===== config.mk =====
export PLATFORM = sky130hd
export DESIGN_NAME = nv_ram_host
export DESIGN_NICKNAME = d
export VERILOG_FILES = /design/src/verilog/nv_host_pkg.sv /design/src/verilog/nv_cycle_timer.sv /design/src/verilog/nv_ram_host.sv
export SDC_FILE = /design/constraint.sdc
export NUM_CORES = 1
export LEC_CHECK = 0
export BUFFER_PORTS_ARGS = -buffer_cell sky130_fd_sc_hd__buf_2
export CAP_MARGIN = 10
export CORE_MARGIN = 3
export CORE_UTILIZATION = 53
export DETAILED_ROUTE_END_ITERATION = 10
export GPL_TIMING_DRIVEN = 0
export MAX_ROUTING_LAYER = met4
export PLACE_DENSITY_LB_ADDON = 0.25
export SLEW_MARGIN = 20
export SYNTH_ARGS = -nofsm -noshare
export SYNTH_HDL_FRONTEND = slang
export SYNTH_HIERARCHICAL = 1
export SYNTH_SLANG_ARGS = --single-unit

===== constraint.sdc =====
create_clock -name clock -period 6.5 [get_ports clock]
set_input_delay 1.3 -clock clock [delete_from_list [all_inputs] [get_ports clock]]
set_output_delay 1.3 -clock clock [all_outputs]
set_load 0.01 [all_outputs]

===== src/verilog/nv_host_pkg.sv =====
package nv_host_pkg;
  localparam int ADDR_W = 15;
  localparam int DATA_W = 8;
  localparam int CLK_PERIOD_NS = 10;
  // access and cycle times of the memory
  localparam int ACCESS_NS = 70;
  localparam int CYCLE_NS = 140;
  // low phase covers access; high phase is the rest of the cycle (precharge)
  localparam int PRECHARGE_NS = CYCLE_NS - ACCESS_NS;
  // least times round up
  localparam int ACCESS_CYC = (ACCESS_NS + CLK_PERIOD_NS - 1) / CLK_PERIOD_NS;
  localparam int PRECHARGE_CYC = (PRECHARGE_NS + CLK_PERIOD_NS - 1) / CLK_PERIOD_NS;
  localparam int CNT_W = 8;
  localparam logic [CNT_W-1:0] CNT_ZERO = 8'h00;
  localparam logic [CNT_W-1:0] CNT_ONE = 8'h01;
  typedef enum logic [1:0] {
    ST_IDLE,
    ST_SETUP,
    ST_ACCESS,
    ST_PRECHARGE
  } host_state_t;
endpackage


===== src/verilog/nv_cycle_timer.sv =====
`timescale 1ns/1ps
module nv_cycle_timer
  import nv_host_pkg::*;
(
  input wire logic clock,
  input wire logic rst,
  input wire logic clk_en,
  input wire logic load,
  input wire logic [CNT_W-1:0] load_value,
  output logic expired
);
  logic [CNT_W-1:0] count_r;
  always_ff @(posedge clock) begin
    if (rst) begin
      count_r <= CNT_ZERO;
    end else if (clk_en) begin
      if (load) begin
        count_r <= load_value;
      end else if (count_r != CNT_ZERO) begin
        count_r <= count_r - CNT_ONE;
      end
    end
  end
  assign expired = (count_r == CNT_ZERO);
endmodule


===== src/verilog/nv_ram_host.sv =====
`timescale 1ns/1ps
module nv_ram_host
  import nv_host_pkg::*;
#(
  parameter int ACCESS_CYCLES = ACCESS_CYC,
  parameter int PRECHARGE_CYCLES = PRECHARGE_CYC
)
(
  input wire logic clock,
  input wire logic rst,
  input wire logic clk_en,
  input wire logic req_valid,
  input wire logic req_write,
  input wire logic [ADDR_W-1:0] req_addr,
  input wire logic [DATA_W-1:0] req_wdata,
  output logic req_ready,
  output logic rsp_valid,
  output logic [DATA_W-1:0] rsp_rdata,
  output logic chip_sel_n,
  output logic store_n,
  output logic out_drive_n,
  output logic [ADDR_W-1:0] byte_select_lines,
  input wire logic [DATA_W-1:0] byte_lanes_i,
  output logic [DATA_W-1:0] byte_lanes_o,
  output logic byte_lanes_oe
);
  host_state_t state_r, state_nxt;
  logic write_r;
  logic [ADDR_W-1:0] addr_r;
  logic [DATA_W-1:0] wdata_r;
  logic [DATA_W-1:0] rdata_r;
  logic rsp_valid_r;
  logic cs_n_r, we_n_r, oe_n_r, oe_r;
  logic timer_load;
  logic [CNT_W-1:0] timer_value;
  logic timer_done;
  logic write_nxt;
  logic [ADDR_W-1:0] addr_nxt;
  logic [DATA_W-1:0] wdata_nxt;
  logic [DATA_W-1:0] rdata_nxt;
  logic rsp_valid_nxt;
  logic cs_n_nxt;
  logic we_n_nxt;
  logic oe_n_nxt;
  logic oe_nxt;

  wire take_req = (state_r == ST_IDLE) && req_valid;
  wire setup_done = (state_r == ST_SETUP);
  wire access_done = (state_r == ST_ACCESS) && timer_done;
  wire pre_done = (state_r == ST_PRECHARGE) && timer_done;

  // new requests wait in idle until the precharge has run out
  assign req_ready = (state_r == ST_IDLE);
  assign timer_load = setup_done || access_done;
  // low phase spans the access, high phase the precharge
  // low time is held to the access time while clk_en is high; with clk_en low the select keeps its level
  assign timer_value = setup_done ? CNT_W'(ACCESS_CYCLES - 1) : CNT_W'(PRECHARGE_CYCLES - 1);

  nv_cycle_timer u_timer (
    .clock(clock),
    .rst(rst),
    .clk_en(clk_en),
    .load(timer_load),
    .load_value(timer_value),
    .expired(timer_done)
  );

  // one pass through the states per byte, so each access has its own select fall
  always_comb begin
    state_nxt = state_r;
    unique case (state_r)
      ST_IDLE: begin
        if (req_valid) begin
          state_nxt = ST_SETUP;
        end
      end
      ST_SETUP: begin
        state_nxt = ST_ACCESS;
      end
      ST_ACCESS: begin
        if (timer_done) begin
          state_nxt = ST_PRECHARGE;
        end
      end
      ST_PRECHARGE: begin
        if (timer_done) begin
          state_nxt = ST_IDLE;
        end
      end
    endcase
  end

  always_ff @(posedge clock) begin
    if (rst) begin
      state_r <= ST_IDLE;
    end else if (clk_en) begin
      state_r <= state_nxt;
    end
  end

  // request capture; address stays steady through the whole cycle
  assign write_nxt = take_req ? req_write : write_r;
  assign addr_nxt = take_req ? req_addr : addr_r;
  assign wdata_nxt = take_req ? req_wdata : wdata_r;

  always_ff @(posedge clock) begin
    if (rst) begin
      write_r <= 1'b0;
    end else if (clk_en) begin
      write_r <= write_nxt;
    end
  end

  always_ff @(posedge clock) begin
    if (rst) begin
      addr_r <= '0;
    end else if (clk_en) begin
      addr_r <= addr_nxt;
    end
  end

  always_ff @(posedge clock) begin
    if (rst) begin
      wdata_r <= '0;
    end else if (clk_en) begin
      wdata_r <= wdata_nxt;
    end
  end

  // strobes: address set up one cycle, then chip select falls per access
  // strobe low before chip select, so the memory never drives in a write
  assign we_n_nxt = take_req ? ~req_write : (pre_done ? 1'b1 : we_n_r);
  assign oe_nxt = take_req ? req_write : (pre_done ? 1'b0 : oe_r);
  // write ends at chip select rise; strobe and data stay held until the precharge ends
  assign cs_n_nxt = setup_done ? 1'b0 : (access_done ? 1'b1 : cs_n_r);
  assign oe_n_nxt = setup_done ? write_r : (access_done ? 1'b1 : oe_n_r);

  always_ff @(posedge clock) begin
    if (rst) begin
      cs_n_r <= 1'b1;
    end else if (clk_en) begin
      cs_n_r <= cs_n_nxt;
    end
  end

  always_ff @(posedge clock) begin
    if (rst) begin
      we_n_r <= 1'b1;
    end else if (clk_en) begin
      we_n_r <= we_n_nxt;
    end
  end

  always_ff @(posedge clock) begin
    if (rst) begin
      oe_n_r <= 1'b1;
    end else if (clk_en) begin
      oe_n_r <= oe_n_nxt;
    end
  end

  always_ff @(posedge clock) begin
    if (rst) begin
      oe_r <= 1'b0;
    end else if (clk_en) begin
      oe_r <= oe_nxt;
    end
  end

  // read data sampled at end of access, before chip select rises
  assign rdata_nxt = (access_done && !write_r) ? byte_lanes_i : rdata_r;
  assign rsp_valid_nxt = access_done;

  always_ff @(posedge clock) begin
    if (rst) begin
      rdata_r <= '0;
    end else if (clk_en) begin
      rdata_r <= rdata_nxt;
    end
  end

  always_ff @(posedge clock) begin
    if (rst) begin
      rsp_valid_r <= 1'b0;
    end else if (clk_en) begin
      rsp_valid_r <= rsp_valid_nxt;
    end
  end

  assign chip_sel_n = cs_n_r;
  assign store_n = we_n_r;
  assign out_drive_n = oe_n_r;
  assign byte_select_lines = addr_r;
  assign byte_lanes_o = wdata_r;
  assign byte_lanes_oe = oe_r;
  // one pulse per access, writes included, so no polling is needed
  assign rsp_valid = rsp_valid_r;
  assign rsp_rdata = rdata_r;
endmodule


==> run_results.csv <==
group,metric,value,unit
floorplan,io_pins,73,
worst_setup_path,r2r_setup_slack,3.30,ns
drt,drc_errors,0,
grt,grt_remaining_overflow,0,
layout,drive_gt1_share,28.8,%
layout,final_core_util,71.2,%
pwr,p_leak,0.00120,uW
pwr,comb_power_share,33.3,%
min_path,hold_depth,2,
flow_run,maxCapViolCount,0,
sta,finalMaxSlewViolations,0,
logic_synthesis,synth_edf_count,0,
placement,portBuffers,72,
logic_synthesis,synth_area_per_cell,8.03,sq um
placement,dp.cells,384,
logic_synthesis,syn-instance-count,258,
worst_setup_path,crit_path_cell_trace,"inv_1 > ha_1 > or4b_1 > buf_2 > nor2_1 > a21o_1 > clkbuf_1 > clkbuf_1 > a21oi_1 > or2_2 > a21oi_1",
grt,grt_max_degree,15,
grt,antenna_found_initial,0,
drt,drt-initial-drc-count,86,
worst_setup_path,slowest_delay,0.43,ns
sta,grt_setup_unrepaired,"no",
clock_network,clk_latency,0.29,ns
logic_synthesis,synth_seq_cells,47,
clock_network,h-tree-depth,2,
grt,grt_pass1_vias,1676,
worst_setup_path,cp.depth,11,
layout,area_growth_syn_to_layout,27.8,%
clock_network,cts_buffers,5,
sta,setup_tns,0,ns
sta,setup_viol,0,
placement,gp_congestion,0.802,
worst_setup_path,cp-end-kind,"flop",
layout,final_common_cell,"buf_2",
worst_setup_path,crit_type,"flop to flop",
worst_setup_path,worstPathRequired,6.72,ns
logic_synthesis,yosysSeqAreaShare,45.4,%
pwr,pwr-share-seq,39.5,%
clock_network,cts_hold_buf,0,
min_path,min_from,"rsp_rdata[5]",
sta,finalCritPeriodShare,49.2,%
logic_synthesis,synth_cell_types,40,
floorplan,rows,22,
floorplan,core-area,0.00372,sq mm
layout,nets,385,
sta,fin_crit,3.20,ns
clock_network,cts_root_buffer,"clkbuf_8",
min_path,hold_class,"flop to flop",
layout,nFillCells,330,
clock_network,clock_sinks,47,
layout,instances_no_fill,392,
pwr,swShare,32.6,%
worst_setup_path,reg2reg_to,"u_timer/count_r[2]",
pwr,p_int,613,uW
logic_synthesis,ys_warn_count,6,
worst_setup_path,reg2reg_depth,11,
logic_synthesis,syn-cell-area,0.00207,sq mm
worst_setup_path,crit_family,"simple AND/OR/NAND/NOR gates",
layout,multiInputGateArea,0.00103,sq mm
placement,hpwlAfterDp,3410,um
layout,final_cell_mix,"buf_2, nand2_1, dfxtp_1, a21oi_1",
clock_network,cts_resized,0,
grt,grt_pass1_wl,7270,um
grt,grt_usage,21.0,%
status,status,"complete, no violations",
logic_synthesis,ys.flop_type,"dfxtp_1",
clock_network,tritoncts,"yes",
clock_network,postCtsSetupBuffers,0,
floorplan,die_x,68.5,um
worst_setup_path,cp_slowest_cell,"or4b_1",
pwr,p_per_area,343,mW/mm^2
pwr,ir_drop,0.207,mV
worst_setup_path,reg2reg_from,"u_timer/count_r[0]",
drt,routed_wl,4630,um
drt,final_antenna_net_count,0,
clock_network,cts_buffer_depth,2,
min_path,min_to,"rsp_rdata[5]",
sta,hold_viol,0,
layout,antennaDiodeCount,0,
drt,wl_per_cell,11.8,um
drt,viasPerCell,5.01,
floorplan,dieArea,0.00470,sq mm
sta,fmax,313,MHz
pwr,switchingPower,296,uW
pwr,clockPowerShare,27.2,%
worst_setup_path,critPathLaunchType,"flop",
drt,vias,1963,
floorplan,start_util,55.8,%
floorplan,die_h,68.5,um
worst_setup_path,path_buf_inv,4,
drt,first_pass_iters,4,
logic_synthesis,async_flop_share,0,%
worst_setup_path,crit_fanout,10,
layout,final-seq-area,941,sq um
worst_setup_path,crit_arrival,3.42,ns
clock_network,clkTransAtPathRegs,0.08,ns
sta,fin_skew,0.00512,ns
Yosys cell counts, types with 4 or more instances:
cell type / count / area share, %
a21oi_1: 42 / 10
nand2_1: 73 / 13
nor2_1: 9 / 1.6
ha_1: 6 / 3.6
clkbuf_1: 4 / 0.72
nand2b_1: 5 / 1.5
buf_2: 6 / 1.4
nand3_1: 5 / 1.2
nor3b_1: 4 / 1.4
o21ai_0: 9 / 2.2
inv_1: 7 / 1.3
dfxtp_1: 47 / 45
stage by stage:
stage	instance area [sq um]	setup WS, ns	hold slack [ns]	total power, uW
after global routing	2650	3.05	0.470	965
after detailed placement	2510	3.36	0.442	666
after global placement	2510	3.44	0.439	658
after floorplan	2090	3.83	0.454	592
final	2650	3.30	0.453	909
after CTS	2650	3.35	0.458	913
worst max-delay path by stage:
stage / from / endpoint
final: u_timer/count_r[0] / u_timer/count_r[2]
after global routing: u_timer/count_r[0] / u_timer/count_r[7]
after CTS: u_timer/count_r[0] / u_timer/count_r[2]
after detailed placement: u_timer/count_r[0] / u_timer/count_r[2]
after global placement: u_timer/count_r[0] / u_timer/count_r[2]
after floorplan: u_timer/count_r[0] / u_timer/count_r[2]
routing by layer:
metal | vias to the layer above | GRT usage, % | part of all wire, %
met5 | - | - | 0
met4 | 0 | 7.44 | 1.6
met3 | 7 | 4.54 | 5.1
met2 | 49 | 33.5 | 47
met1 | 873 | 26.1 | 46
li1 | 1034 | - | -
power by group through the flow:
stage	clock, uW	combinational [uW]	sequential [uW]
2_1_floorplan	0	230	362
4_1_cts	252	303	358
3_5_place_dp	0	302	364
3_3_place_gp	0	296	363
6_report	247	303	359
5_1_grt	261	339	364
worst min-delay path, cell delays in order (launching register included):
cell,delay [ns]
dfxtp_1,0.31
nand2_1,0.05
a21oi_1,0.05
kinds of logic after synthesis:
group	share of synthesized area, %
compound gates	20.6
fa+ha+maj	3.62
buf+inv	5.86
flops	45.4
mux	0.483
other cells	0.362
simple gates	23.7
area by class of cell:
type / count / share of cell area, %
clock inverters: 2 / 2.27
multi-input cells: 194 / 39.0
clock buffers: 6 / 2.74
flip-flops and latches: 47 / 35.5
inverters: 7 / 0.992
well taps: 48 / 2.27
plain buffers: 16 / 3.59
repair buffers: 72 / 13.6
flip-flops by register name, summed over array words and instances (netlist names):
name	cells
rsp_rdata	8
out_drive_n	1
store_n	1
u_timer/count_r	8
state_r	2
write_r	1
byte_lanes_o	8
byte_select_lines	15
chip_sel_n	1
byte_lanes_oe	1
rsp_valid	1
Note: power is estimated with default switching activity, not from simulation.
